[src/oled_drive_analog_ctrl_map.svh]
// Offsets, field positions, reset values and timing of the analog drive bank.
// Notes on behaviour
// RL1: Ramp control bit 4 picks DAC resolution: 0 ten-bit, 1 nine-bit.
// RL2: Ramp control bit 3 set forces the ramp DAC to all-high for test.
// RL3: Ramp control bit 2 picks retrace time: 0 gives 500 ns, 1 gives 800 ns.
// RL4: Ramp start shift bits 1-0: 00 half pixel clock early, 01 none, 10 late.
// RL5: Software leaves ramp control bits 7-5 at zero.
// RL6: Buffer bias bits 6-4: 000 off, 25% steps, 100 nominal, reset 011.
// RL7: Ramp bias bit 3 enables ramp buffer output monitoring; off at reset.
// RL8: Amplifier bias bits 2-0 use the same encoding; reset 010.
// RL9: Ramp DAC ceiling is eight bits, resets to 80h, scales maximum by 40%.
// RL10: Software programs the ramp DAC ceiling to 74h for normal use.
// RL11: Pixel bias bit 3 picks external reference; keep internal, the reset.
// RL12: Pixel sink current bits 2-0: 000 off, 111 maximum, reset 1, advise 4.
// RL13: Gamma bit 4 holds the cathode converter switch while gamma sampling.
// RL14: Gamma bit 3 enables sense pin sample-and-hold; bypassed at reset.
// RL15: Gamma current step code n gives reference current over 2 to 7-n.
// RL16: Host waits 10 ms after a step change and samples during blanking.
// RL17: Current sense bits 3-2: 00 off, 01 or 10 on, 11 unused.
// RL18: Cathode mode bits 1-0: 00 current, 01 clamped, 10 manual regulation.
// RL19: Current regulation follows the internal current loop request.
// RL20: Clamped regulation follows the loop but clamps at the level setting.
// RL21: Manual mode holds the cathode level setting as a fixed voltage.
// RL22: Level setting drives the output in modes 01 and 10, uncompensated.
// RL23: Each register reads back what was written to its implemented bits, others as zero, and resets to defaults.
`ifndef OLED_DRIVE_ANALOG_CTRL_MAP_SVH
`define OLED_DRIVE_ANALOG_CTRL_MAP_SVH
`define RAMP_CONTROL_OFFSET 8'h0b
`define RAMP_BIAS_CONTROL_OFFSET 8'h0c
`define RAMP_DAC_CEILING_OFFSET 8'h0d
`define PIXEL_BIAS_CONTROL_OFFSET 8'h0e
`define GAMMA_SENSOR_CONTROL_OFFSET 8'h0f
`define CATHODE_SUPPLY_MODE_CONTROL_OFFSET 8'h10
`define RAMP_CONTROL_RESET 8'h01
`define RAMP_BIAS_CONTROL_RESET 8'h32
`define RAMP_DAC_CEILING_RESET 8'h80
`define PIXEL_BIAS_CONTROL_RESET 8'h01
`define GAMMA_SENSOR_CONTROL_RESET 8'h00
`define CATHODE_SUPPLY_MODE_CONTROL_RESET 8'h00
`define RAMP_CONTROL_MASK 8'hff
`define RAMP_BIAS_CONTROL_MASK 8'h7f
`define RAMP_DAC_CEILING_MASK 8'hff
`define PIXEL_BIAS_CONTROL_MASK 8'h0f
`define GAMMA_SENSOR_CONTROL_MASK 8'h1f
`define CATHODE_SUPPLY_MODE_CONTROL_MASK 8'h0f
`define RAMP_DAC_RES_SEL_BIT 4
`define RAMP_DAC_FORCE_HIGH_BIT 3
`define RETRACE_DURATION_SEL_BIT 2
`define RAMP_START_SHIFT_MSB 1
`define RAMP_START_SHIFT_LSB 0
`define RAMP_BUFFER_BIAS_MSB 6
`define RAMP_BUFFER_BIAS_LSB 4
`define RAMP_BUFFER_MONITOR_EN_BIT 3
`define RAMP_AMP_BIAS_MSB 2
`define RAMP_AMP_BIAS_LSB 0
`define EXTERNAL_REFERENCE_SEL_BIT 3
`define PIXEL_SINK_CURRENT_MSB 2
`define PIXEL_SINK_CURRENT_LSB 0
`define CONVERTER_PUMP_HOLD_EN_BIT 4
`define GAMMA_SENSE_SAMPLE_HOLD_EN_BIT 3
`define GAMMA_SENSE_CURRENT_STEP_MSB 2
`define GAMMA_SENSE_CURRENT_STEP_LSB 0
`define CONVERTER_CURRENT_SENSE_EN_MSB 3
`define CONVERTER_CURRENT_SENSE_EN_LSB 2
`define CATHODE_SUPPLY_MODE_MSB 1
`define CATHODE_SUPPLY_MODE_LSB 0
`define SYS_CLK_PERIOD_NS 100
`define RETRACE_SHORT_NS 500
`define RETRACE_LONG_NS 800
`define GAMMA_SETTLE_MS 10
`endif

[src/oled_drive_analog_ctrl_pkg.sv]
// Types shared by the analog drive configuration bank.
package oled_drive_analog_ctrl_pkg;
   typedef enum logic [1:0] {
      current_regulation_mode,
      clamped_regulation_mode,
      manual_mode,
      unused_mode
   } cathode_mode_type;
   typedef enum logic {
      retrace_idle,
      retrace_run
   } retrace_state_type;
endpackage : oled_drive_analog_ctrl_pkg

[src/oled_drive_analog_ctrl_regs.sv]
// Analog drive configuration registers with their decoded control outputs.
`timescale 1ns/1ns
`include "oled_drive_analog_ctrl_map.svh"
module oled_drive_analog_ctrl_regs
   import oled_drive_analog_ctrl_pkg::*;
#(
   parameter int unsigned SETTLE_CYCLES =
      `GAMMA_SETTLE_MS * 1000000 / `SYS_CLK_PERIOD_NS
) (
   // Clock and reset.
   input wire logic sys_clk,
   input wire logic nrst,
   // Register access from the serial configuration port.
   input wire logic [7:0] cfg_addr,
   input wire logic [7:0] cfg_wdata,
   input wire logic cfg_wr,
   input wire logic cfg_rd,
   output logic [7:0] cfg_rdata,
   output logic cfg_rd_valid,
   output logic cfg_hit,
   // Ramp DAC controls.
   output logic ramp_dac_res_sel,
   output logic ramp_dac_force_high,
   output logic retrace_duration_sel,
   output logic [1:0] ramp_start_shift,
   output logic [7:0] ramp_dac_max_level,
   // Ramp retrace timing.
   input wire logic ramp_retrace_start,
   output logic ramp_retrace_active,
   // Ramp bias currents.
   output logic [2:0] ramp_buffer_bias,
   output logic ramp_buffer_powered,
   output logic ramp_buffer_monitor_en,
   output logic [2:0] ramp_amp_bias,
   output logic ramp_amp_powered,
   // Pixel bias.
   output logic external_reference_sel,
   output logic [2:0] pixel_sink_current,
   output logic pixel_sink_on,
   // Gamma sensor.
   input wire logic gamma_sample_window,
   output logic converter_switch_hold,
   output logic gamma_sense_sample_hold_en,
   output logic [2:0] gamma_sense_current_step,
   output logic [2:0] gamma_sense_divide_log2,
   output logic gamma_sense_settling,
   // Cathode supply converter.
   input wire logic [7:0] cathode_level_setting,
   input wire logic [7:0] regulation_level_request,
   output cathode_mode_type cathode_supply_mode,
   output logic converter_current_sense_on,
   output logic dimming_in_use,
   output logic [7:0] cathode_drive_level,
   output logic cathode_clamp_active
);

   localparam int NUM_REGS = 6;
   localparam int SETTLE_W = $clog2(SETTLE_CYCLES + 1);
   localparam int unsigned RETRACE_SHORT_CYCLES =
      (`RETRACE_SHORT_NS + `SYS_CLK_PERIOD_NS - 1) / `SYS_CLK_PERIOD_NS;
   localparam int unsigned RETRACE_LONG_CYCLES =
      (`RETRACE_LONG_NS + `SYS_CLK_PERIOD_NS - 1) / `SYS_CLK_PERIOD_NS;

   localparam logic [7:0] offset_table [NUM_REGS] = '{
      `RAMP_CONTROL_OFFSET,
      `RAMP_BIAS_CONTROL_OFFSET,
      `RAMP_DAC_CEILING_OFFSET,
      `PIXEL_BIAS_CONTROL_OFFSET,
      `GAMMA_SENSOR_CONTROL_OFFSET,
      `CATHODE_SUPPLY_MODE_CONTROL_OFFSET
   };
   localparam logic [7:0] reset_table [NUM_REGS] = '{
      `RAMP_CONTROL_RESET,
      `RAMP_BIAS_CONTROL_RESET,
      `RAMP_DAC_CEILING_RESET,
      `PIXEL_BIAS_CONTROL_RESET,
      `GAMMA_SENSOR_CONTROL_RESET,
      `CATHODE_SUPPLY_MODE_CONTROL_RESET
   };
   localparam logic [7:0] mask_table [NUM_REGS] = '{
      `RAMP_CONTROL_MASK,
      `RAMP_BIAS_CONTROL_MASK,
      `RAMP_DAC_CEILING_MASK,
      `PIXEL_BIAS_CONTROL_MASK,
      `GAMMA_SENSOR_CONTROL_MASK,
      `CATHODE_SUPPLY_MODE_CONTROL_MASK
   };

   localparam int IDX_RAMP = 0;
   localparam int IDX_BIAS = 1;
   localparam int IDX_CEIL = 2;
   localparam int IDX_PIXEL = 3;
   localparam int IDX_GAMMA = 4;
   localparam int IDX_CATHODE = 5;

   logic [7:0] reg_file [NUM_REGS];
   logic [NUM_REGS-1:0] reg_sel;
   logic [7:0] read_terms [NUM_REGS];
   logic [7:0] read_value;
   logic addr_hit;

   // Address decode and storage, one entry per register.
   genvar gi;
   generate
      for (gi = 0; gi < NUM_REGS; gi++) begin : g_reg
         assign reg_sel[gi] = (cfg_addr == offset_table[gi]);
         assign read_terms[gi] = reg_sel[gi] ? reg_file[gi] : 8'h00;
         // Unimplemented bits are masked so they always read as zero.
         always_ff @(posedge sys_clk) begin
            if (!nrst) begin
               reg_file[gi] <= reset_table[gi]; // see RL23
            end else if (cfg_wr && reg_sel[gi]) begin
               reg_file[gi] <= cfg_wdata & mask_table[gi]; // see RL23
            end
         end
      end
   endgenerate

   assign addr_hit = |reg_sel;

   always_comb begin
      read_value = 8'h00;
      for (int i = 0; i < NUM_REGS; i++) begin
         read_value = read_value | read_terms[i]; // see RL23
      end
   end

   // A read taken with a write in the same cycle returns the old value.
   always_ff @(posedge sys_clk) begin
      if (!nrst) begin
         cfg_rdata <= 8'h00;
         cfg_rd_valid <= 1'b0;
         cfg_hit <= 1'b0;
      end else begin
         cfg_rdata <= cfg_rd ? read_value : cfg_rdata;
         cfg_rd_valid <= cfg_rd;
         cfg_hit <= (cfg_rd | cfg_wr) & addr_hit;
      end
   end

   // Field views of the stored registers.
   wire res_field = reg_file[IDX_RAMP][`RAMP_DAC_RES_SEL_BIT];
   wire force_field = reg_file[IDX_RAMP][`RAMP_DAC_FORCE_HIGH_BIT];
   wire retrace_field = reg_file[IDX_RAMP][`RETRACE_DURATION_SEL_BIT];
   wire [1:0] shift_field =
      reg_file[IDX_RAMP][`RAMP_START_SHIFT_MSB:`RAMP_START_SHIFT_LSB];
   wire [2:0] buf_field =
      reg_file[IDX_BIAS][`RAMP_BUFFER_BIAS_MSB:`RAMP_BUFFER_BIAS_LSB];
   wire mon_field = reg_file[IDX_BIAS][`RAMP_BUFFER_MONITOR_EN_BIT];
   wire [2:0] amp_field =
      reg_file[IDX_BIAS][`RAMP_AMP_BIAS_MSB:`RAMP_AMP_BIAS_LSB];
   wire ext_field = reg_file[IDX_PIXEL][`EXTERNAL_REFERENCE_SEL_BIT];
   wire [2:0] sink_field =
      reg_file[IDX_PIXEL][`PIXEL_SINK_CURRENT_MSB:`PIXEL_SINK_CURRENT_LSB];
   wire pump_field = reg_file[IDX_GAMMA][`CONVERTER_PUMP_HOLD_EN_BIT];
   wire sh_field = reg_file[IDX_GAMMA][`GAMMA_SENSE_SAMPLE_HOLD_EN_BIT];
   wire [2:0] step_field = reg_file[IDX_GAMMA]
      [`GAMMA_SENSE_CURRENT_STEP_MSB:`GAMMA_SENSE_CURRENT_STEP_LSB];
   wire [1:0] sense_field = reg_file[IDX_CATHODE]
      [`CONVERTER_CURRENT_SENSE_EN_MSB:`CONVERTER_CURRENT_SENSE_EN_LSB];
   wire [1:0] mode_field = reg_file[IDX_CATHODE]
      [`CATHODE_SUPPLY_MODE_MSB:`CATHODE_SUPPLY_MODE_LSB];

   // Decoded terms for the analog side.
   wire [2:0] next_divide_log2 = 3'h7 - step_field; // see RL15
   wire next_pump_hold = pump_field & gamma_sample_window; // see RL13
   wire next_sense_on = (sense_field == 2'b01) |
                        (sense_field == 2'b10); // see RL17
   wire [7:0] gamma_next_data = cfg_wdata & `GAMMA_SENSOR_CONTROL_MASK;
   wire step_written = cfg_wr & reg_sel[IDX_GAMMA];
   wire step_changed = step_written &
      (gamma_next_data[`GAMMA_SENSE_CURRENT_STEP_MSB:
                       `GAMMA_SENSE_CURRENT_STEP_LSB] != step_field);

   // Code 11 has no defined mode; it falls back to current regulation,
   // the reset mode, so a stray write cannot leave the converter unmanaged.
   cathode_mode_type next_mode;
   assign next_mode =
      (mode_field == 2'b01) ? clamped_regulation_mode :
      (mode_field == 2'b10) ? manual_mode :
      current_regulation_mode; // see RL18

   wire request_above = regulation_level_request > cathode_level_setting;
   wire next_clamp = (next_mode == clamped_regulation_mode) &
                     request_above; // see RL20
   wire [7:0] next_level =
      (next_mode == manual_mode) ? cathode_level_setting : // see RL21
      next_clamp ? cathode_level_setting : // see RL22
      regulation_level_request; // see RL19

   // Control outputs, all registered.
   always_ff @(posedge sys_clk) begin
      if (!nrst) begin
         ramp_dac_res_sel <= 1'b0;
         ramp_dac_force_high <= 1'b0;
         retrace_duration_sel <= 1'b0;
         ramp_start_shift <= 2'h1;
         ramp_dac_max_level <= `RAMP_DAC_CEILING_RESET;
      end else begin
         ramp_dac_res_sel <= res_field; // see RL1
         ramp_dac_force_high <= force_field; // see RL2
         retrace_duration_sel <= retrace_field; // see RL3
         ramp_start_shift <= shift_field; // see RL4
         ramp_dac_max_level <= reg_file[IDX_CEIL]; // see RL9
      end
   end

   always_ff @(posedge sys_clk) begin
      if (!nrst) begin
         ramp_buffer_bias <= 3'h3;
         ramp_buffer_powered <= 1'b1;
         ramp_buffer_monitor_en <= 1'b0;
         ramp_amp_bias <= 3'h2;
         ramp_amp_powered <= 1'b1;
      end else begin
         ramp_buffer_bias <= buf_field; // see RL6
         ramp_buffer_powered <= (buf_field != 3'h0); // see RL6
         ramp_buffer_monitor_en <= mon_field; // see RL7
         ramp_amp_bias <= amp_field; // see RL8
         ramp_amp_powered <= (amp_field != 3'h0); // see RL8
      end
   end

   always_ff @(posedge sys_clk) begin
      if (!nrst) begin
         external_reference_sel <= 1'b0;
         pixel_sink_current <= 3'h1;
         pixel_sink_on <= 1'b1;
      end else begin
         external_reference_sel <= ext_field; // see RL11
         pixel_sink_current <= sink_field; // see RL12
         pixel_sink_on <= (sink_field != 3'h0); // see RL12
      end
   end

   always_ff @(posedge sys_clk) begin
      if (!nrst) begin
         converter_switch_hold <= 1'b0;
         gamma_sense_sample_hold_en <= 1'b0;
         gamma_sense_current_step <= 3'h0;
         gamma_sense_divide_log2 <= 3'h7;
      end else begin
         converter_switch_hold <= next_pump_hold; // see RL13
         gamma_sense_sample_hold_en <= sh_field; // see RL14
         gamma_sense_current_step <= step_field; // see RL15
         gamma_sense_divide_log2 <= next_divide_log2; // see RL15
      end
   end

   always_ff @(posedge sys_clk) begin
      if (!nrst) begin
         cathode_supply_mode <= current_regulation_mode;
         converter_current_sense_on <= 1'b0;
         dimming_in_use <= 1'b1;
         cathode_drive_level <= 8'h00;
         cathode_clamp_active <= 1'b0;
      end else begin
         cathode_supply_mode <= next_mode; // see RL18
         converter_current_sense_on <= next_sense_on; // see RL17
         dimming_in_use <= (next_mode == current_regulation_mode); // see RL19
         cathode_drive_level <= next_level; // see RL20
         cathode_clamp_active <= next_clamp; // see RL20
      end
   end

   // Settling guard for the gamma sense output. It only flags the wait the
   // host owes after a step change; the host still picks the blanking time.
   logic [SETTLE_W-1:0] settle_count;
   always_ff @(posedge sys_clk) begin
      if (!nrst) begin
         settle_count <= '0;
         gamma_sense_settling <= 1'b0;
      end else if (step_changed) begin
         settle_count <= SETTLE_W'(SETTLE_CYCLES - 1); // see RL16
         gamma_sense_settling <= 1'b1;
      end else if (settle_count != '0) begin
         settle_count <= settle_count - 1'b1;
         gamma_sense_settling <= 1'b1;
      end else begin
         gamma_sense_settling <= 1'b0;
      end
   end

   // Retrace window timer. The length is latched at the start so that a
   // register write during a retrace cannot stretch or cut it short.
   retrace_state_type retrace_state;
   retrace_state_type next_retrace_state;
   logic [3:0] retrace_count;
   logic [3:0] next_retrace_count;
   wire [3:0] retrace_length = retrace_field ?
      4'(RETRACE_LONG_CYCLES) : 4'(RETRACE_SHORT_CYCLES); // see RL3

   always_comb begin
      next_retrace_state = retrace_state;
      next_retrace_count = retrace_count;
      unique case (retrace_state)
         retrace_idle: begin
            if (ramp_retrace_start) begin
               next_retrace_state = retrace_run;
               next_retrace_count = retrace_length - 4'h1;
            end
         end
         retrace_run: begin
            if (retrace_count == 4'h0) begin
               next_retrace_state = retrace_idle;
            end else begin
               next_retrace_count = retrace_count - 4'h1;
            end
         end
      endcase
   end

   always_ff @(posedge sys_clk) begin
      if (!nrst) begin
         retrace_state <= retrace_idle;
         retrace_count <= 4'h0;
         ramp_retrace_active <= 1'b0;
      end else begin
         retrace_state <= next_retrace_state;
         retrace_count <= next_retrace_count;
         ramp_retrace_active <= (next_retrace_state == retrace_run);
      end
   end

endmodule : oled_drive_analog_ctrl_regs

[config.mk]
export PLATFORM = sky130hd
export DESIGN_NAME = oled_drive_analog_ctrl_regs
export DESIGN_NICKNAME = d
export VERILOG_FILES = /design/src/oled_drive_analog_ctrl_pkg.sv /design/src/oled_drive_analog_ctrl_regs.sv
export VERILOG_INCLUDE_DIRS = /design/src
export SDC_FILE = /design/constraint.sdc
export NUM_CORES = 1
export LEC_CHECK = 0
export ABC_AREA = 0
export BUFFER_PORTS_ARGS = -buffer_cell sky130_fd_sc_hd__buf_4
export CORE_ASPECT_RATIO = 1.2
export CORE_MARGIN = 2
export CORE_UTILIZATION = 47
export DETAILED_ROUTE_END_ITERATION = 7
export GPL_ROUTABILITY_DRIVEN = 0
export GPL_TIMING_DRIVEN = 1
export HOLD_SLACK_MARGIN = 0.12
export PLACE_DENSITY_LB_ADDON = 0.15
export SLEW_MARGIN = 20
export SYNTH_ARGS = -nofsm -noshare
export SYNTH_HDL_FRONTEND = slang
export SYNTH_SLANG_ARGS = --single-unit
[constraint.sdc]
create_clock -name sys_clk -period 5.6 [get_ports sys_clk]
set_input_delay 0 -clock sys_clk [delete_from_list [all_inputs] [get_ports sys_clk]]
set_output_delay 0 -clock sys_clk [all_outputs]
set_load 0.01 [all_outputs]
# == Yosys cells after proc, flatten, opt, wreduce, memory -nomap -nowiden ==
# Memories as Yosys holds them, arrays and structs flattened.
# Index checks and enable logic that the tools add are counted.
# totals
reg_bits,81
latch_bits,0
ramBits,48
rom_bits,0
inputBits,38
wordCells,133
n_memories,1
# classes
add_sub_neg,4
multipliers,0
div,0
order_cmp,1
eq_ne,15
shifts,0
muxes,46
n_bitwise,20
reduce_logical,16
# memory_table
memory,depth,word_bits,rd,rd_clocked_by_memory_dff,wr,line,rtl
reg_file,6,8,6,0,6,oled_drive_analog_ctrl_regs.sv:96,logic [7:0] reg_file [NUM_REGS];
# ops
operator,count
8-bit two-way mux,14
"8-bit by 4-bit equality test with 1-bit output, second input constant",5
8-bit OR,5
17-bit two-way mux,2
1-bit two-way mux,23
17-bit nonzero test,1
"17-bit by 1-bit subtractor with 17-bit output, second input constant",1
4-bit two-way mux,3
3-bit nonzero test,3
"8-bit by 5-bit equality test with 1-bit output, second input constant",1
8-bit > comparator,1
1-bit OR,8
4-bit one-hot mux with 2 select lines,1
"4-bit by 1-bit subtractor with 4-bit output, second input constant",2
"2-bit by 1-bit equality test with 1-bit output, second input constant",3
"2-bit equality test, second input constant",3
1-bit logical AND,6
6-bit OR reduction,1
1-bit bitwise AND,5
4-bit logical NOT,1
2-bit two-way mux,2
"2-bit != test, second input constant",2
3-bit != test,1
"3-bit subtractor, first input constant",1
other kinds (6),7

# == Longest topological paths before layout ==
# Gate-level depths: netlist of the first run.
# An unclocked memory read counts as a cell.
# logic_depth
ltp_word,8
depth_mapped,8
depth_no_buf,8

# == Worst setup path after synthesis of the first run ==
# OpenSTA, ideal clock, no wires.
# synth_path
path_kind,register to register
start,register settle_count[0]
end,register settle_count[3]
setup_ns,0.120
arrival_ns,1.847
required_time_ns,5.480
setup_slack_ns,3.633
stages_incl_launch_ff,9
n_path_buf,1
cell_sequence,dfxtp_1 inv_1 ha_1 or4b_1 nor3_4 and3_1 buf_2 nor4b_1 o31a_1
# synth_via
elab_chain_cells,3
word_cells_on_any_way,5
classes_between,add/sub (1); mux (2); reduce/logical (2)
# synth_lines
element,line,rtl
from (decl),oled_drive_analog_ctrl_regs.sv:268,logic [SETTLE_W-1:0] settle_count;
from (signal assigned),oled_drive_analog_ctrl_regs.sv:274,settle_count <= SETTLE_W'(SETTLE_CYCLES - 1);
from (signal assigned),oled_drive_analog_ctrl_regs.sv:277,settle_count <= settle_count - 1'b1;
17-bit by 1-bit subtractor with 17-bit output,oled_drive_analog_ctrl_regs.sv:277,
17-bit two-way mux,oled_drive_analog_ctrl_regs.sv:276,end else if (settle_count != '0) begin
17-bit two-way mux,oled_drive_analog_ctrl_regs.sv:273,end else if (step_changed) begin
# Parallel ways exist; a longest one is shown, timed or not. The select of a mux whose other input is x is not followed.
# A chain may end at the register's enable or synchronous reset.

==> results of run 1 <==
[sequential cells by signal, summed over array words and instances, names as in the netlist, 2 cells and up]
name and count:
cathode_drive_level 8, cathode_supply_mode 2, cfg_rdata 8, gamma_sense_current_step 3, gamma_sense_divide_log2 3, pixel_sink_current 3, ramp_amp_bias 3, ramp_buffer_bias 3
ramp_dac_max_level 8, ramp_start_shift 2, reg_file 36, retrace_count 4, settle_count 17
[cell families (layout without fill, tap and decap cells)]
kind of cell / Yosys count / in the layout / synth area share (%)
xor+xnor: 13 / 13 / 2.32
buf+inv: 42 / 193 / 3.27
mux: 16 / 16 / 4.31
compound gates: 70 / 70 / 9.47
flops: 117 / 117 / 55.1
simple gates: 194 / 194 / 22.2
fa+ha+maj: 13 / 13 / 3.32
[area by class of cell]
type | instances | area, um2
repair buffers | 139 | 1150
clock buffers | 22 | 518
well taps | 126 | 158
flip-flops and latches | 117 | 2700
fillers | 797 | 3400
inverters | 22 | 82.6
multi-input cells | 306 | 2040
clock inverters | 10 | 63.8
[cell usage in the layout (no fill, tap or decap), types with 3 or more instances in the layout]
master	synthesis	routed
edfxtp_1	36	36
o31a_1	5	5
mux2i_1	11	11
inv_1	22	22
buf_4	0	98
nand3_1	8	8
xnor2_1	7	7
and2_1	55	55
and3_1	12	12
nand2_1	47	47
a22oi_1	4	4
clkbuf_16	0	20
o21a_1	7	7
o211ai_1	3	3
dfxtp_1	81	81
clkinv_2	0	5
nand4_1	3	3
o21ai_0	16	16
a21oi_1	11	11
nor2_1	17	17
nor2b_1	6	6
ha_1	13	13
nor4_2	3	3
o31ai_1	5	5
mux4_2	4	4
a31oi_1	7	7
xor2_1	6	6
a211oi_1	3	3
or3_1	10	10
nor3_1	7	7
nand2b_1	15	15
dlygate4sd3_1	0	41
[routing by layer]
| layer | track usage, % | up-vias |
|---|---|---|
| met2 | 35.1 | 133 |
| met5 | 0 | - |
| met3 | 6.03 | 9 |
| met4 | 6.48 | 0 |
| li1 | - | 1890 |
| met1 | 26.1 | 1800 |
[per-stage QoR]
stage / utilization, % / worst slack [ps] / hold WS (ps) / area, um2 / instances
final: 66.4 / 2840 / 141 / 6710 / 742
after global routing: 66.4 / 2710 / 161 / 6710 / 742
after CTS: 66.4 / 2960 / 137 / 6710 / 742
after detailed placement: 56.5 / 3160 / 229 / 5720 / 669
after global placement: 56.5 / 3270 / 228 / 5720 / 669
after floorplan: - / 3630 / 86.4 / 4900 / 465
[final timing paths]
check                                              end  slack [ps]             start  cells after the start
worst min-delay path                  ramp_amp_bias[1]         140              nrst                      2
worst min register to register        retrace_count[3]         460  retrace_count[3]                      1
worst max-delay path                    reg_file[1][4]        2840       cfg_addr[4]                      8
worst max register to register  cathode_drive_level[1]        3410    reg_file[5][0]                      6
[power by group through the flow]
stage	Combinational (mW)	Clock, mW	Sequential [mW]
6_report	0.595	1.04	1.04
5_1_grt	0.658	1.09	1.05
4_1_cts	0.597	1.05	1.04
3_5_place_dp	0.567	0	1.06
3_3_place_gp	0.556	0	1.06
2_1_floorplan	0.417	0	1.05
==> run_results.csv, run 1 <==
group,metric,value,unit
status,status,"finished, final reports clean",
power_and_ir_drop,ir_worst_vdd,0.236,mV
synthesis,syn_nets,516,
clocking,ctsLongestPathBuffers,2,
power_and_ir_drop,p_leak,2.88,nW
floorplanning,initial_core_util,48.5,%
power_and_ir_drop,internal-power,1.91,mW
synthesis,seq_area_frac_synth,55.1,%
worst_setup_path,cp.arrival,2910,ps
worst_setup_path,slowest_delay,560,ps
timing,finalSetupViolCount,0,
worst_setup_path,crit_slowest_cell,"dlygate4sd3_1",
clocking,cts-hold-fix-buffers,41,
clocking,cts_tree,"done",
timing,skew,10.1,ps
worst_setup_path,cp_num_buf_inv,3,
power_and_ir_drop,power_frac_seq,39.0,%
synthesis,yosysTopAreaCell,"dfxtp_1",
timing,worst_pin_slew,805,ps
floorplanning,core_area,10100,um2
clocking,cts_setup_buffers,0,
route,wl_met3,790,um
grt,grt_usage,20.8,%
grt,grt_overflow,0,
synthesis,synth.most_common_cell,"dfxtp_1",
run,drv_cap,0,
clocking,clk_pin_slew,50,ps
synthesis,yosysUniqueCellTypes,50,
synthesis,synth.avg_cell_area,10.5,um2
route,wl_met1,4920,um
power_and_ir_drop,p_switching,768,uW
worst_setup_path,critPathKind,"input port to register",
timing,drv_slew,0,
placement,place_hpwl,7570,um
timing,max_freq,362,MHz
grt,grt_start_max_net_pins,89,
cells_and_area,drive_gt1_share,23.4,%
worst_setup_path,startpoint_type,"input port",
route,routed.top_layer,"met4",
route,ant_nets,0,
timing,hold_viol,0,
clocking,cts_resized,0,
power_and_ir_drop,pwr_density_cell,399,nW/um2
clocking,htree_levels,4,
timing,setup_tns,0,ps
worst_setup_path,path_cells,"dlygate4sd3_1, buf_4, nor2b_1, and3_1, nand3_1, nor3_2, nand2b_1, dlygate4sd3_1",
power_and_ir_drop,power,2.67,mW
route,wl_per_cell,15.5,um
worst_hold_path,hp-class,"input port to register",
worst_setup_path,end_kind,"register",
route,wl_met2,5690,um
power_and_ir_drop,pwr-share-clk,38.8,%
floorplanning,rows,40,
clocking,root_buffer,"clkbuf_16",
timing,layout_min_cycle_time,2760,ps
clocking,clock-sinks,117,
placement,port_buffers,97,
route,drt_pass1_iterations,4,
grt,first_global_vias,3888,
synthesis,synth_edf_count,36,
clocking,numCtsBuffers,17,
power_and_ir_drop,p_comb_share,22.3,%
floorplanning,dieArea,11300,um2
worst_setup_path,worst-path-max-fanout,10,
route,drc,0,
synthesis,postSynth.asyncResetShare,0,%
cells_and_area,n_antenna_cell,0,
synthesis,synth_top_area_share,33.1,%
floorplanning,die-height,116,um
worst_setup_path,cp_top_family,"simple AND/OR/NAND/NOR gates",
worst_setup_path,critPathRequiredTime,5750,ps
floorplanning,io_pins,98,
timing,fin_crit_sh,49.3,%
synthesis,syn_inst,465,
synthesis,synth_ff_type,"dfxtp_1",
synthesis,ys_ff_latch,117,
route,drt_iter0_markers,169,
grt,antenna_found_initial,0,
power_and_ir_drop,swShare,28.7,%
cells_and_area,fin_nets,654,
synthesis,synth_common_cells,"dfxtp_1 (81), and2_1 (55), nand2_1 (47)",
cells_and_area,area_delta_synth_final,36.9,%
route,drt-total-wl,11500,um
worst_setup_path,path_common_cell,"dlygate4sd3_1",
timing,rsz0062_at_grt,"false",
route,vias,3832,
clocking,clock_latency,410,ps
synthesis,yosys-top-cells-area,"dfxtp_1 (33%), edfxtp_1 (22%), and2_1 (7.0%)",
grt,grt_pass1_wl,18600,um
route,viasPerCell,5.16,
synthesis,ys_warn_count,0,
floorplanning,chipWidth,97.2,um
timing,relSlewSlack,46.3,%
synthesis,syn_area,4900,um2
No activity file was read; power rests on OpenSTA's default activity.
==> inputs of run 2 (changes only) <==
- clock period: 5.6 -> 2.6 ns (I/O delays scaled with it)
==> run 2 against run 1 <==
Via count increased by 1.1%. Design area increased by 0.45%. Largest cell class unchanged. Non-clock buffer count increased by 7. Worst setup slack got worse by 2700 ps.
==> run_results.csv, run 2 (same netlist as run 1, synthesis figures left out) <==
group,metric,value,unit
status,status,"finished, final reports clean",
floorplanning,die-height,116,um
route,drt-total-wl,11100,um
grt,grt_overflow,0,
route,wl_per_cell,14.9,um
worst_setup_path,end_kind,"register",
floorplanning,dieArea,11300,um2
floorplanning,core_area,10100,um2
clocking,clock-sinks,117,
timing,rsz0062_at_grt,"false",
timing,drv_slew,0,
cells_and_area,largest_reg_flops,36,
timing,worst_pin_slew,654,ps
route,viasPerCell,5.17,
placement,port_buffers,97,
cells_and_area,n_antenna_cell,0,
cells_and_area,postLayoutCoreUtil,66.7,%
cells_and_area,regMostFlops,"reg_file",
floorplanning,initial_core_util,48.5,%
cells_and_area,reg_top3,"reg_file: 36 flops, settle_count: 17 flops",
run,drv_cap,0,
timing,max_freq,413,MHz
cells_and_area,fillers,795,
power_and_ir_drop,ir_worst_vdd,0.440,mV
clocking,numCtsBuffers,17,
cells_and_area,multi_input_area,2040,um2
power_and_ir_drop,p_leak,2.90,nW
clocking,root_buffer,"clkbuf_16",
grt,first_global_vias,3859,
cells_and_area,layout_commonest_cell,"buf_4",
placement,dpl.cell_count,673,
clocking,clk_pin_slew,50,ps
cells_and_area,drive_gt1_share,23.6,%
worst_setup_path,worst-path-max-fanout,8,
clocking,ctsLongestPathBuffers,2,
route,vias,3873,
clocking,htree_levels,4,
cells_and_area,final_cell_mix,"buf_4 (102), dfxtp_1 (81), and2_1 (55)",
timing,layout_min_cycle_time,2420,ps
clocking,cts_tree,"done",
timing,hold_viol,0,
route,drt_pass1_iterations,4,
cells_and_area,layoutNonFillerInstCount,749,
floorplanning,io_pins,98,
route,ant_nets,0,
timing,fin_crit_sh,93.2,%
clocking,cts_resized,0,
timing,finalSetupViolCount,0,
worst_setup_path,startpoint_type,"input port",
cells_and_area,seq_area,2700,um2
floorplanning,chipWidth,97.2,um
power_and_ir_drop,pwr_density_cell,842,nW/um2
placement,place_hpwl,7500,um
timing,relSlewSlack,56.4,%
cells_and_area,fin_nets,661,
worst_setup_path,cp.arrival,2770,ps
floorplanning,rows,40,
grt,grt_start_max_net_pins,53,
worst_setup_path,critPathRequiredTime,2950,ps
grt,grt_usage,20.8,%
worst_hold_path,hp-class,"input port to register",
clocking,clock_latency,410,ps
power_and_ir_drop,power,5.67,mW
route,drt_iter0_markers,140,
grt,grt_pass1_wl,18500,um
route,drc,0,
timing,skew,6.46,ps
cells_and_area,area_delta_synth_final,37.5,%
grt,antenna_found_initial,0,
timing,setup_tns,0,ps
worst_setup_path,critPathKind,"input port to register",
run 2: cell types whose count changed in the layout (fill, tap and decap cells not counted), sizes merged:
| cell | before | now |
|---|---|---|
| inv | 25 | 24 |
| bufinv | 0 | 1 |
| clkinvlp | 2 | 3 |
| clkbuf | 22 | 20 |
| dlygate4sd3 | 41 | 44 |
| clkinv | 5 | 6 |
| buf | 98 | 102 |
run 2: stage by stage:
stage / hold slack (ps) / instance area, um2 / setup WS (ps)
3_3_place_gp: 229 / 5750 / 553
3_5_place_dp: 232 / 5750 / 510
4_1_cts: 148 / 6740 / 215
5_1_grt: 184 / 6740 / 18.5
6_report: 166 / 6740 / 177
2_1_floorplan: 86.4 / 4900 / 633
run 2: metal layers:
metal  vias up  global-route usage [%]  part of all wire (%)
li1       1918                       -                     -
met1      1798                    24.8                    42
met2       134                    36.2                    50
met3        23                    5.25                   6.6
met4         0                    9.35                   2.0
met5         -                       0                     0
run 2: timing repair:
item | CTS | global route
setup buffers | 0 | 0
endpoints found under the hold margin | 73 | 0
hold buffers | 44 | 0
run 2: worst max-delay path, cell delays in order:
cell	delay, ps
dlygate4sd3_1	530
buf_4	110
inv_1	30
ha_1	310
a21oi_1	150
o21a_1	160
nand3_1	110
a21oi_2	550
mux2i_1	250
dlygate4sd3_1	570
run 2: final timing paths:
check / end / cells past startpoint / slack [ps] / from
setup reg to reg: cathode_drive_level[6] / 6 / 410 / reg_file[5][0]
hold reg to reg: ramp_dac_max_level[7] / 1 / 450 / reg_file[2][7]
setup / recovery: cathode_drive_level[6] / 10 / 180 / cathode_level_setting[7]
hold / removal: cathode_clamp_active / 5 / 170 / regulation_level_request[3]
run 2: layout make-up:
| class | instances | area share (%) |
|---|---|---|
| Tap cell | 126 | 2.34 |
| Sequential cell | 117 | 40.1 |
| Timing Repair Buffer | 146 | 17.9 |
| Inverter | 22 | 1.23 |
| Multi-Input combinational cell | 306 | 30.2 |
| Clock inverter | 12 | 1.56 |
| Clock buffer | 20 | 6.63 |
run 2: power breakdown:
group	switching (mW)	leakage, nW	internal, mW	total [mW]
registers	0.157	1.02	2.08	2.24
logic	0.660	1.62	0.619	1.28
clock network	0.820	0.266	1.33	2.15
total	1.64	2.90	4.04	5.67
